--- config.mk ---
export PLATFORM = sky130hd
export DESIGN_NAME = pmb_bank
export DESIGN_NICKNAME = d
export VERILOG_FILES = /design/src/include/pmb_pkg.sv /design/src/core/pmb_bank.sv
export SDC_FILE = /design/constraint.sdc
export NUM_CORES = 1
export LEC_CHECK = 0
export BUFFER_PORTS_ARGS = -buffer_cell sky130_fd_sc_hd__buf_2
export CORE_UTILIZATION = 46
export DETAILED_ROUTE_END_ITERATION = 8
export GPL_TIMING_DRIVEN = 0
export PLACE_DENSITY = 0.81
export SLEW_MARGIN = 30
export SYNTH_ARGS = -nofsm -noshare
export SYNTH_HDL_FRONTEND = slang
export SYNTH_SLANG_ARGS = --single-unit
export TNS_END_PERCENT = 50
--- constraint.sdc ---
create_clock -name clk_i -period 1.4 [get_ports clk_i]
set_clock_uncertainty 0.1 [all_clocks]
set_input_delay 0.14 -clock clk_i [delete_from_list [all_inputs] [get_ports clk_i]]
set_output_delay 0.14 -clock clk_i [all_outputs]
set_load 0.05 [all_outputs]
--- src/include/pmb_pkg.sv ---
package pmb_pkg;

    // *********************************************************************
    // Bank geometry and register offsets
    // *********************************************************************
    localparam int         NUM_REGS = 5;
    localparam int         REG_W    = 8;
    localparam int         ADDR_W   = 3;

    localparam logic [2:0] OFS_OSC_TIMER      = 3'h0;
    localparam logic [2:0] OFS_ANALOG_UNIT    = 3'h1;
    localparam logic [2:0] OFS_PULSE_CAPTURE  = 3'h2;
    localparam logic [2:0] OFS_SERIAL_WAVE    = 3'h3;
    localparam logic [2:0] OFS_MEASURE_LOGIC  = 3'h4;

    // *********************************************************************
    // Reset values and implemented-bit masks
    // *********************************************************************
    localparam logic [7:0] RESET_VAL          = 8'h00;
    localparam logic [7:0] MASK_OSC_TIMER     = 8'hff;
    localparam logic [7:0] MASK_ANALOG_UNIT   = 8'h67;
    localparam logic [7:0] MASK_PULSE_CAPTURE = 8'h7f;
    localparam logic [7:0] MASK_SERIAL_WAVE   = 8'h77;
    localparam logic [7:0] MASK_MEASURE_LOGIC = 8'hdf;

    // *********************************************************************
    // Field positions
    // *********************************************************************
    localparam int BIT_NUM_OSC      = 7;
    localparam int BIT_TIMER6       = 6;
    localparam int BIT_TIMER0       = 0;
    localparam int BIT_DAC          = 6;
    localparam int BIT_ADC          = 5;
    localparam int BIT_COMP2        = 2;
    localparam int BIT_COMP1        = 1;
    localparam int BIT_ZERO_CROSS   = 0;
    localparam int BIT_PULSE7       = 6;
    localparam int BIT_PULSE6       = 5;
    localparam int BIT_CAPCOMP5     = 4;
    localparam int BIT_CAPCOMP1     = 0;
    localparam int BIT_ASYNC_SER    = 6;
    localparam int BIT_SYNC_SER2    = 5;
    localparam int BIT_SYNC_SER1    = 4;
    localparam int BIT_WAVE3        = 2;
    localparam int BIT_WAVE1        = 0;
    localparam int BIT_MEAS2        = 7;
    localparam int BIT_MEAS1        = 6;
    localparam int BIT_LOGIC4       = 4;
    localparam int BIT_LOGIC1       = 1;
    localparam int BIT_MODULATOR    = 0;

    // *********************************************************************
    // Carriers
    // *********************************************************************
    typedef logic [NUM_REGS-1:0][REG_W-1:0] pmb_bank_t;

    typedef struct packed {
        logic [ADDR_W-1:0] addr;
        logic [REG_W-1:0]  wdata;
        logic              wr;
        logic              rd;
    } pmb_req_s;

    typedef struct packed {
        logic       num_osc_disable;
        logic [6:0] timer_disable;
        logic       dac_unit_disable;
        logic       adc_unit_disable;
        logic       comparator2_disable;
        logic       comparator1_disable;
        logic       zero_cross_disable;
        logic       pulse_unit7_disable;
        logic       pulse_unit6_disable;
        logic [4:0] capcomp_disable;
        logic       async_serial_disable;
        logic       sync_serial2_disable;
        logic       sync_serial1_disable;
        logic [2:0] waveform_gen_disable;
        logic       measure_timer2_disable;
        logic       measure_timer1_disable;
        logic [3:0] logic_cell_disable;
        logic       signal_modulator_disable;
    } pmb_disable_s;

    typedef struct packed {
        pmb_bank_t        bank;
        pmb_bank_t        run;
        logic [REG_W-1:0] rdata;
    } pmb_state_s;

endpackage : pmb_pkg

--- src/core/pmb_bank.sv ---
`timescale 1ns/100ps
// Functional notes
// - Bit 7 of the first register disables the numeric oscillator; one disables.
// - Bits 6..0 of the first register disable timer6 down to timer0.
// - Second register bit 6 disables the DAC, bit 5 the ADC.
// - Second register bits 2, 1, 0 disable comparator 2, comparator 1, zero-cross.
// - Unimplemented bits read zero and ignore writes.
// - Third register bits 6, 5 disable pulse units 7, 6; bits 4..0 capture units.
// - Fourth register bit 6 async serial, bits 5, 4 sync serial, bits 2..0 waveform.
// - Fifth register bits 7, 6 measure timers, bits 4..1 logic cells, bit 0 modulator.
// - All implemented bits are read/write and reset to zero on any reset.
// - A disabled peripheral is clock-gated, held in reset, registers dead.
// - Clearing a bit releases the peripheral from its reset state at once.
// - Disabling a peripheral also disables its input-selection registers.
module pmb_bank #(
    parameter int ADDR_W = pmb_pkg::ADDR_W
) (
    // Clock and reset
    input  wire logic                 clk_i,
    input  wire logic                 nrst_i,
    // Register port
    input  wire pmb_pkg::pmb_req_s    req_i,
    output      logic [7:0]           rdata_o,
    // Peripheral controls
    output      pmb_pkg::pmb_disable_s disable_o,
    output      pmb_pkg::pmb_bank_t   run_o
);

    // *********************************************************************
    // Elaboration checks
    // *********************************************************************
    if (ADDR_W != pmb_pkg::ADDR_W) begin : g_bad_addr
        $error("pmb_bank: address width must match the register port");
    end

    // *********************************************************************
    // Helpers
    // *********************************************************************
    function automatic logic [7:0] impl_mask(input logic [2:0] idx);
        logic [7:0] m;
        m = 8'h00;
        case (idx)
            pmb_pkg::OFS_OSC_TIMER:     m = pmb_pkg::MASK_OSC_TIMER;
            pmb_pkg::OFS_ANALOG_UNIT:   m = pmb_pkg::MASK_ANALOG_UNIT;
            pmb_pkg::OFS_PULSE_CAPTURE: m = pmb_pkg::MASK_PULSE_CAPTURE;
            pmb_pkg::OFS_SERIAL_WAVE:   m = pmb_pkg::MASK_SERIAL_WAVE;
            pmb_pkg::OFS_MEASURE_LOGIC: m = pmb_pkg::MASK_MEASURE_LOGIC;
            default:                    m = 8'h00;
        endcase
        return m;
    endfunction : impl_mask

    function automatic logic is_mapped(input logic [2:0] idx);
        return idx < 3'(pmb_pkg::NUM_REGS);
    endfunction : is_mapped

    // Unmapped addresses read as zero rather than aliasing a register.
    function automatic logic [7:0] read_mux(input pmb_pkg::pmb_bank_t b,
                                            input logic [2:0] idx);
        logic [7:0] v;
        v = 8'h00;
        if (is_mapped(idx)) begin
            v = b[idx] & impl_mask(idx);
        end
        return v;
    endfunction : read_mux

    // *********************************************************************
    // State
    // *********************************************************************
    pmb_pkg::pmb_state_s st;
    pmb_pkg::pmb_state_s next_st;

    always_comb begin
        next_st       = st;
        next_st.rdata = 8'h00;
        if (req_i.wr && is_mapped(req_i.addr)) begin
            // Reserved positions are masked off so they never store a one.
            next_st.bank[req_i.addr] = req_i.wdata & impl_mask(req_i.addr);
        end
        if (req_i.rd) begin
            next_st.rdata = read_mux(st.bank, req_i.addr);
        end
        for (int i = 0; i < pmb_pkg::NUM_REGS; i++) begin
            // Run enable drops in the same edge the disable rises, so clock gate,
            // reset hold and selection gating never lag the register.
            next_st.run[i] = ~next_st.bank[i] & impl_mask(3'(i));
        end
    end

    always_ff @(posedge clk_i) begin
        if (!nrst_i) begin
            st.bank  <= '0;
            st.rdata <= pmb_pkg::RESET_VAL;
            st.run   <= {pmb_pkg::MASK_MEASURE_LOGIC, pmb_pkg::MASK_SERIAL_WAVE,
                         pmb_pkg::MASK_PULSE_CAPTURE, pmb_pkg::MASK_ANALOG_UNIT,
                         pmb_pkg::MASK_OSC_TIMER};
        end else begin
            st <= next_st;
        end
    end

    // *********************************************************************
    // Outputs
    // *********************************************************************
    localparam int R1 = 0;
    localparam int R2 = 1;
    localparam int R3 = 2;
    localparam int R4 = 3;
    localparam int R5 = 4;

    assign rdata_o = st.rdata;
    assign run_o   = st.run;

    always_comb begin
        disable_o.num_osc_disable          = st.bank[R1][pmb_pkg::BIT_NUM_OSC];
        disable_o.timer_disable            =
            st.bank[R1][pmb_pkg::BIT_TIMER6:pmb_pkg::BIT_TIMER0];
        disable_o.dac_unit_disable         = st.bank[R2][pmb_pkg::BIT_DAC];
        disable_o.adc_unit_disable         = st.bank[R2][pmb_pkg::BIT_ADC];
        disable_o.comparator2_disable      = st.bank[R2][pmb_pkg::BIT_COMP2];
        disable_o.comparator1_disable      = st.bank[R2][pmb_pkg::BIT_COMP1];
        disable_o.zero_cross_disable       = st.bank[R2][pmb_pkg::BIT_ZERO_CROSS];
        disable_o.pulse_unit7_disable      = st.bank[R3][pmb_pkg::BIT_PULSE7];
        disable_o.pulse_unit6_disable      = st.bank[R3][pmb_pkg::BIT_PULSE6];
        disable_o.capcomp_disable          =
            st.bank[R3][pmb_pkg::BIT_CAPCOMP5:pmb_pkg::BIT_CAPCOMP1];
        disable_o.async_serial_disable     = st.bank[R4][pmb_pkg::BIT_ASYNC_SER];
        disable_o.sync_serial2_disable     = st.bank[R4][pmb_pkg::BIT_SYNC_SER2];
        disable_o.sync_serial1_disable     = st.bank[R4][pmb_pkg::BIT_SYNC_SER1];
        disable_o.waveform_gen_disable     =
            st.bank[R4][pmb_pkg::BIT_WAVE3:pmb_pkg::BIT_WAVE1];
        disable_o.measure_timer2_disable   = st.bank[R5][pmb_pkg::BIT_MEAS2];
        disable_o.measure_timer1_disable   = st.bank[R5][pmb_pkg::BIT_MEAS1];
        disable_o.logic_cell_disable       =
            st.bank[R5][pmb_pkg::BIT_LOGIC4:pmb_pkg::BIT_LOGIC1];
        disable_o.signal_modulator_disable = st.bank[R5][pmb_pkg::BIT_MODULATOR];
    end
endmodule : pmb_bank

# After elaboration in Yosys (flattened, before gate mapping)
# Index checks and enable logic that the tools add are counted.
# word_totals
output_inout_bits	81
register_bits	88
wordCells	43
# op_classes
reduce_logical	4
order_cmp	3
n_eq_ne	4
n_mux	10
bitwise	7
# ops
operator	count
bitwise mux 40 bit	1
2-to-1 mux 40 bit	1
2-to-1 mux 8 bit	5
case mux 8 bit (5 select lines)	1
binary-select mux 8 bit (select 3 bit)	1
demux 8 bit (select 3 bit)	1
inverter 7 bit	3
AND 8 bit	2
inverter 8 bit	2
equality test 3 x 2 -> 1 bit, second input constant	2
less-than comparator 3 x 4 -> 1 bit, second input constant	1
equality test 3 x 1 -> 1 bit, second input constant	1
equality test 3 bit, second input constant	1
greater-or-equal comparator 3 x 1 -> 1 bit, second input constant	1
zero test 3 bit	1
less-than comparator 3 bit, second input constant	1
AND reduction 3 bit	1
logical AND 1 bit	2

# Depth between registers and ports, before layout
# Gate-level depths: netlist of the first run.
# logic_depth
depth_word	7
mapped_depth	5
depth_no_buf	3

# Least setup slack after synthesis of the first run
# No wires, ideal clock.
# synth_timing
path_kind	input port to flip-flop
start	input req_i[11] in the netlist's numbering
end	register (tool-made name)
setup_slack_ns	-0.020
t_required_ns	1.185
t_arrival_ns	1.205
path_stages	4
path_cell_list	buf_6 -> nor4b_4 -> mux2_2 -> and2_1
# synth_lines
item	line_no	rtl
start: declaration	pmb_bank.sv:22	input wire pmb_pkg::pmb_req_s req_i,

==> out/results.txt, run 1 <==
Mean post-synth cell area = 10.36 um^2
Max-cap violations = 0
Initial Util = 47.93%
Total global-route track usage = 18.59%
Clk network pwr share = 33.6%
Period utilisation layout = 96.38%
Hold Violations, Final = 0
Synth warnings = 0
Netlist Area Pre-Place = 3274 um^2
Standard cell with the maximum stage delay on the critical path = sky130_fd_sc_hd__mux2_2
I/O pin count = 96
Switching Fraction = 26.28%
Fillcell total = 630
Worst path arrival time = 1.47 ns
Clock insertion delay at the later pin of the skew report = 0.33 ns
Class of the worst hold path = in -> reg
Internal power consumption = 2.994 mW
Fraction of the yosys area taken by sequential cells = 45.24%
Fraction of final layout cells sized beyond drive strength 1 = 50.12%
Remaining design rule violation count = 0
Clock tree buffer depth = 2
Number of DRC markers in iteration 0 = 65
Final setup fails = 0
Total die area = 7460 um^2
Cells traversed along the worst timing path = buf_2 > buf_4 > nor4b_4 > buf_4 > mux2_2 > and2_1
Sort of element at the end of the critical path = register
Fraction of synthesized cell area taken by the top area cell type = 45.24%
RSZ-0062 raised after global routing = no
Cell types with the largest area share after synthesis = sky130_fd_sc_hd__dfxtp_1, sky130_fd_sc_hd__buf_4, sky130_fd_sc_hd__mux2i_1
Run status = completed
Vias in the first global route = 2148
Kind of cell adding the most delay to the critical path = buffers and inverters
Net total in the final layout = 439
Critical Path Max Stage Delay = 0.35 ns
Die Y = 86.37 um
Register bit count reported by yosys = 74
Net switching power of the design = 1.067 mW
Combinational share of power = 13.0%
Routability congestion estimate = 0.7611
Relative area change from synthesis to final layout = 23.46%
Clock period minus final worst setup slack = 1.349 ns
Worst setup margin = 0.05062 ns
Top cell by count, worst path = sky130_fd_sc_hd__buf_4
Largest fanout of any net on the critical path = 10
Crit Path Category = in -> reg
Initial antenna violation count = 0
Total wire length = 6.606 mm
Via density per instance = 4.394
Post-Syn Instances = 316
Number of buffers created by CTS = 9
Aggregate negative setup slack = 0 ns
Core Util, Final = 59.18%
Clock Sinks = 74
Yosys cell types = 32
Cell type contributing the most total cell area after synthesis = sky130_fd_sc_hd__dfxtp_1
Total half-perimeter wirelength after legalization and detailed placement = 4.865 mm
Startpoint types = input port
TritonCTS clock tree = built
Vias after detailed routing = 2298
Wire length of the first global-routing pass = 10.39 mm
Core box area = 6832 um^2
Pwr/cell area = 1005 nW/um^2
First-pass DRT Iterations = 4
Data required time at the worst endpoint = 1.52 ns
Worst IR Drop VDD = 0.5293 mV
Avg WL per Cell = 12.63 um
Pin count of the biggest net entering global routing = 12
Number of max-slew violations in the final report = 0
Portion of total power attributed to sequential cells = 53.3%
Row cnt = 30
Setup Slack @ Placement = -0.4393 ns
Cell chosen for the clock root = sky130_fd_sc_hd__clkbuf_8
Die outline width = 86.37 um
CTS H-tree lvls = 3
Static Leak = 1.888 nW
Maximum frequency from static timing analysis = 741.1 MHz
Post-place instance area = 3852 um^2
Total buffers and inverters traversed by the critical path = 3
Number of antenna cells inserted = 0
Clk pin slew, worst setup/hold paths = 0.07 ns
Final ANT Viol Nets = 0
Total grt overflow = 0
PortBufs = 87
Area of all placed cells without fillers = 4043 um^2
worst reg2reg max path, stage by stage, from the launching register on:
cell and delay [ns]:
sky130_fd_sc_hd__dfxtp_1 0.33, sky130_fd_sc_hd__mux4_2 0.46, sky130_fd_sc_hd__nor3b_1 0.15
per-stage QoR:
| stage | instances | power (mW) | hold slack, ns |
|---|---|---|---|
| 3_5_place_dp | 505 | 2.737 | 0.2653 |
| 6_report | 523 | 4.061 | 0.02217 |
| 2_1_floorplan | 322 | 2.621 | 0.2039 |
| 5_1_grt | 523 | 4.230 | 0.04474 |
| 4_1_cts | 523 | 4.097 | 0.003801 |
| 3_3_place_gp | 505 | 2.732 | 0.2690 |
power groups by stage:
stage | registers [mW] | clock network, mW | logic (mW)
final | 2.17 | 1.37 | 0.529
after floorplan | 2.21 | 0 | 0.414
after global placement | 2.21 | 0 | 0.518
after detailed placement | 2.21 | 0 | 0.523
after CTS | 2.17 | 1.40 | 0.530
after global routing | 2.17 | 1.50 | 0.565
per-layer routing:
layer | vias to the layer above | share of wire, % | global-route usage, %
met5 | - | 0 | 0
met4 | 0 | 1.3 | 7.727
met3 | 9 | 4.2 | 4.190
met2 | 63 | 48 | 29.94
met1 | 1063 | 47 | 24.13
li1 | 1163 | - | -
placed cells by master, fill, tap and decap left out, types with 8 or more instances in the layout:
cell type,netlist,final
sky130_fd_sc_hd__buf_2,5,92
sky130_fd_sc_hd__buf_4,82,85
sky130_fd_sc_hd__dfxtp_1,74,74
sky130_fd_sc_hd__mux2i_1,24,24
sky130_fd_sc_hd__nor2b_1,19,19
sky130_fd_sc_hd__nand2b_1,17,17
sky130_fd_sc_hd__mux2_2,17,17
sky130_fd_sc_hd__nand2_1,16,16
sky130_fd_sc_hd__and2_1,15,15
sky130_fd_sc_hd__clkbuf_8,0,10
sky130_fd_sc_hd__clkbuf_1,8,8
cells by family (layout without fill, tap and decap cells):
logic type	Yosys count	after routing	synth area share, %
compound gates	17	17	3.554
buf+inv	98	203	21.05
flops	74	74	45.24
mux	43	43	14.33
other cells	1	7	0.1145
simple gates	83	83	15.70
synth_stat cells, drive strengths merged:
cell / n
buf: 88
dfxtp: 74
mux2i: 24
nor2b: 19
mux2: 18
nand2b: 17
nand2: 16
and2: 15
clkbuf: 8
a211oi: 4
o21ai: 4
o22ai: 4
and3: 3
nor2: 3
o21a: 3
inv: 2
nor4bb: 2
and4bb: 1
conb: 1
mux4: 1
nand3: 1
nand4b: 1
nor3: 1
nor3b: 1
nor4: 1
nor4b: 1
o22a: 1
o32a: 1
or4b: 1
worst paths after layout:
kind                            slack, ns         end  startpoint  depth (start not counted)
worst max-delay path                 0.05    register   req_i[10]                          6
worst min-delay path                 0.02    register    req_i[9]                          3
worst max register to register       0.26  rdata_o[5]    register                          2
worst min register to register       0.47    register    register                          2
cell type report:
class / instances / area, um^2 / area share [%]
plain buffers: 96 / 681.9 / 16.87
inverters: 2 / 7.507 / 0.1857
clock inverters: 4 / 20.02 / 0.4952
repair buffers: 91 / 467.9 / 11.58
multi-input cells: 150 / 1126 / 27.86
well taps: 96 / 120.1 / 2.971
clock buffers: 10 / 137.6 / 3.405
flip-flops and latches: 74 / 1481 / 36.64
timing repair:
item                                   4_1_cts  5_1_grt
setup endpoints to repair                    6        0
endpoints found under the hold margin        4        0
setup buffers                                3        0
resized for setup                            0        0
hold buffers                                 1        0
Note: power is estimated with default switching activity, not from simulation.
==> inputs of run 2 (changes only) <==
==> constraint.sdc (replaced) <==
create_clock -name clk_i -period 1.4 [get_ports clk_i]
set_clock_uncertainty 0.1 [all_clocks]
set_input_delay 0.07 -clock clk_i [delete_from_list [all_inputs] [get_ports clk_i]]
set_output_delay 0.07 -clock clk_i [all_outputs]
set_load 0.05 [all_outputs]
==> out/results.txt, run 2 (synthesized netlist as in run 1, its figures left out) <==
Run status = completed (unchanged)
Commonest cells after routing, fill and taps aside = sky130_fd_sc_hd__buf_2, sky130_fd_sc_hd__buf_4, sky130_fd_sc_hd__dfxtp_1, sky130_fd_sc_hd__mux2i_1, sky130_fd_sc_hd__nor2b_1 (unchanged)
Net total in the final layout = 446 (was 439)
Wire length of the first global-routing pass = 10.85 mm (was 10.39 mm)
Total global-route track usage = 19.61% (was 18.59%)
Total grt overflow = 0 (unchanged)
Die Y = 86.37 um (unchanged)
Vias in the first global route = 2178 (was 2148)
Most common cell after layout, fill and taps aside = sky130_fd_sc_hd__buf_2 (unchanged)
Worst IR Drop VDD = 0.6731 mV (was 0.5293 mV)
Power, Total = 4.770 mW (was 4.061 mW)
Core box area = 6832 um^2 (unchanged)
CTS H-tree lvls = 3 (unchanged)
Clock insertion delay at the later pin of the skew report = 0.35 ns (was 0.33 ns)
Worst rel slew slack = 65.81%
Clock period minus final worst setup slack = 1.293 ns (was 1.349 ns)
Pin slew with the least headroom to its limit = 0.5128 ns
Final ANT Viol Nets = 0 (unchanged)
Number of DRC markers in iteration 0 = 58 (was 65)
Clock tree buffer depth = 2 (unchanged)
Maximum frequency from static timing analysis = 773.3 MHz (was 741.1 MHz)
Class of the worst hold path = in -> reg (unchanged)
Number of buffers created by CTS = 9 (unchanged)
Crit Path Category = reg -> out (was in -> reg)
Relative area change from synthesis to final layout = 28.62% (was 23.46%)
Avg WL per Cell = 13.27 um (was 12.63 um)
I/O pin count = 96 (unchanged)
Pwr/cell area = 1133 nW/um^2 (was 1005 nW/um^2)
Die outline width = 86.37 um (unchanged)
Initial Util = 47.93% (unchanged)
Startpoint types = register (was input port)
Total half-perimeter wirelength after legalization and detailed placement = 5.096 mm (was 4.865 mm)
TritonCTS clock tree = built (unchanged)
Hold Violations, Final = 0 (unchanged)
Cell chosen for the clock root = sky130_fd_sc_hd__clkbuf_8 (unchanged)
First-pass DRT Iterations = 4 (unchanged)
Clock Sinks = 74 (unchanged)
Worst setup margin = 0.1069 ns (was 0.05062 ns)
Number of antenna cells inserted = 0 (unchanged)
Max-cap violations = 0 (unchanged)
Pin count of the biggest net entering global routing = 13 (was 12)
RSZ-0062 raised after global routing = no (unchanged)
PortBufs = 87 (unchanged)
Data required time at the worst endpoint = 1.23 ns (was 1.52 ns)
Total wire length = 7.059 mm (was 6.606 mm)
Setup Slack @ Placement = -0.3237 ns (was -0.4393 ns)
Period utilisation layout = 92.37% (was 96.38%)
Post-CTS sizing = 0 (unchanged)
Total die area = 7460 um^2 (unchanged)
Row cnt = 30 (unchanged)
Remaining design rule violation count = 0 (unchanged)
Clk pin slew, worst setup/hold paths = 0.08 ns (was 0.07 ns)
Vias after detailed routing = 2339 (was 2298)
Static Leak = 1.957 nW (was 1.888 nW)
Initial antenna violation count = 0 (unchanged)
Sort of element at the end of the critical path = primary output (was register)
Final setup fails = 0 (unchanged)
Largest fanout of any net on the critical path = 3 (was 10)
Worst path arrival time = 1.12 ns (was 1.47 ns)
Fraction of final layout cells sized beyond drive strength 1 = 49.08% (was 50.12%)
Routability congestion estimate = 0.7806 (was 0.7611)
Number of max-slew violations in the final report = 0 (unchanged)
Via density per instance = 4.397 (was 4.394)
## run 2: changes by cell type in the layout (fill, tap and decap cells not counted), sizes merged
cell         before  now
buf             178  176
bufinv            0    3
clkbuf           18   19
clkinv            4    2
dlygate4sd3       1   10
## run 2: worst max-delay path, stage by stage (launching register included)
cell	delay (ns)
sky130_fd_sc_hd__dfxtp_1	0.40
sky130_fd_sc_hd__buf_4	0.13
sky130_fd_sc_hd__buf_2	0.24
## run 2: timing repair
item / 4_1_cts / 5_1_grt
buffers inserted: 0 / 1
hold buffers: 10 / 0
endpoints found under the hold margin: 30 / 0
setup endpoints to repair: 0 / 6
## run 2: worst paths after layout
path / end / start / cells after the start / slack (ns)
max: disable_o[0] / register / 2 / 0.11
min: run_o[18] / nrst_i / 2 / 0.007
max reg2reg: rdata_o[5] / register / 2 / 0.25
min reg2reg: register / register / 2 / 0.48
## run 2: per-layer routing
metal	vias up	global-route usage [%]	share of wire (%)
li1	1178	-	-
met1	1070	23.64	44
met2	76	33.26	48
met3	15	4.381	5.2
met4	0	9.242	2.0
met5	-	0	0
## run 2: where the power goes
group	switching (mW)	internal, mW	leakage (nW)	total (mW)
clock network	0.779	1.27	0.129	2.05
logic	0.345	0.205	1.23	0.550
registers	0.0223	2.14	0.600	2.17
## run 2: area by class of cell
cell class | instances | area [um^2]
plain buffers | 96 | 681.9
clock buffers | 11 | 151.4
clock inverters | 5 | 100.1
fillers | 594 | 2620
inverters | 2 | 7.507
multi-input cells | 150 | 1126
flip-flops and latches | 74 | 1481
well taps | 96 | 120.1
repair buffers | 98 | 543.0
## run 2: per-stage QoR
stage	utilization (%)	setup TNS, ns	hold slack (ns)	instances	instance area [um^2]
after floorplan	-	0	0.1339	322	3297
after global placement	56.39	-3.658	0.1995	505	3852
after detailed placement	56.39	-3.773	0.1951	505	3852
after CTS	61.54	0	0.007262	531	4204
after global routing	61.65	0	0.01827	532	4212
final	61.65	0	0.006709	532	4212
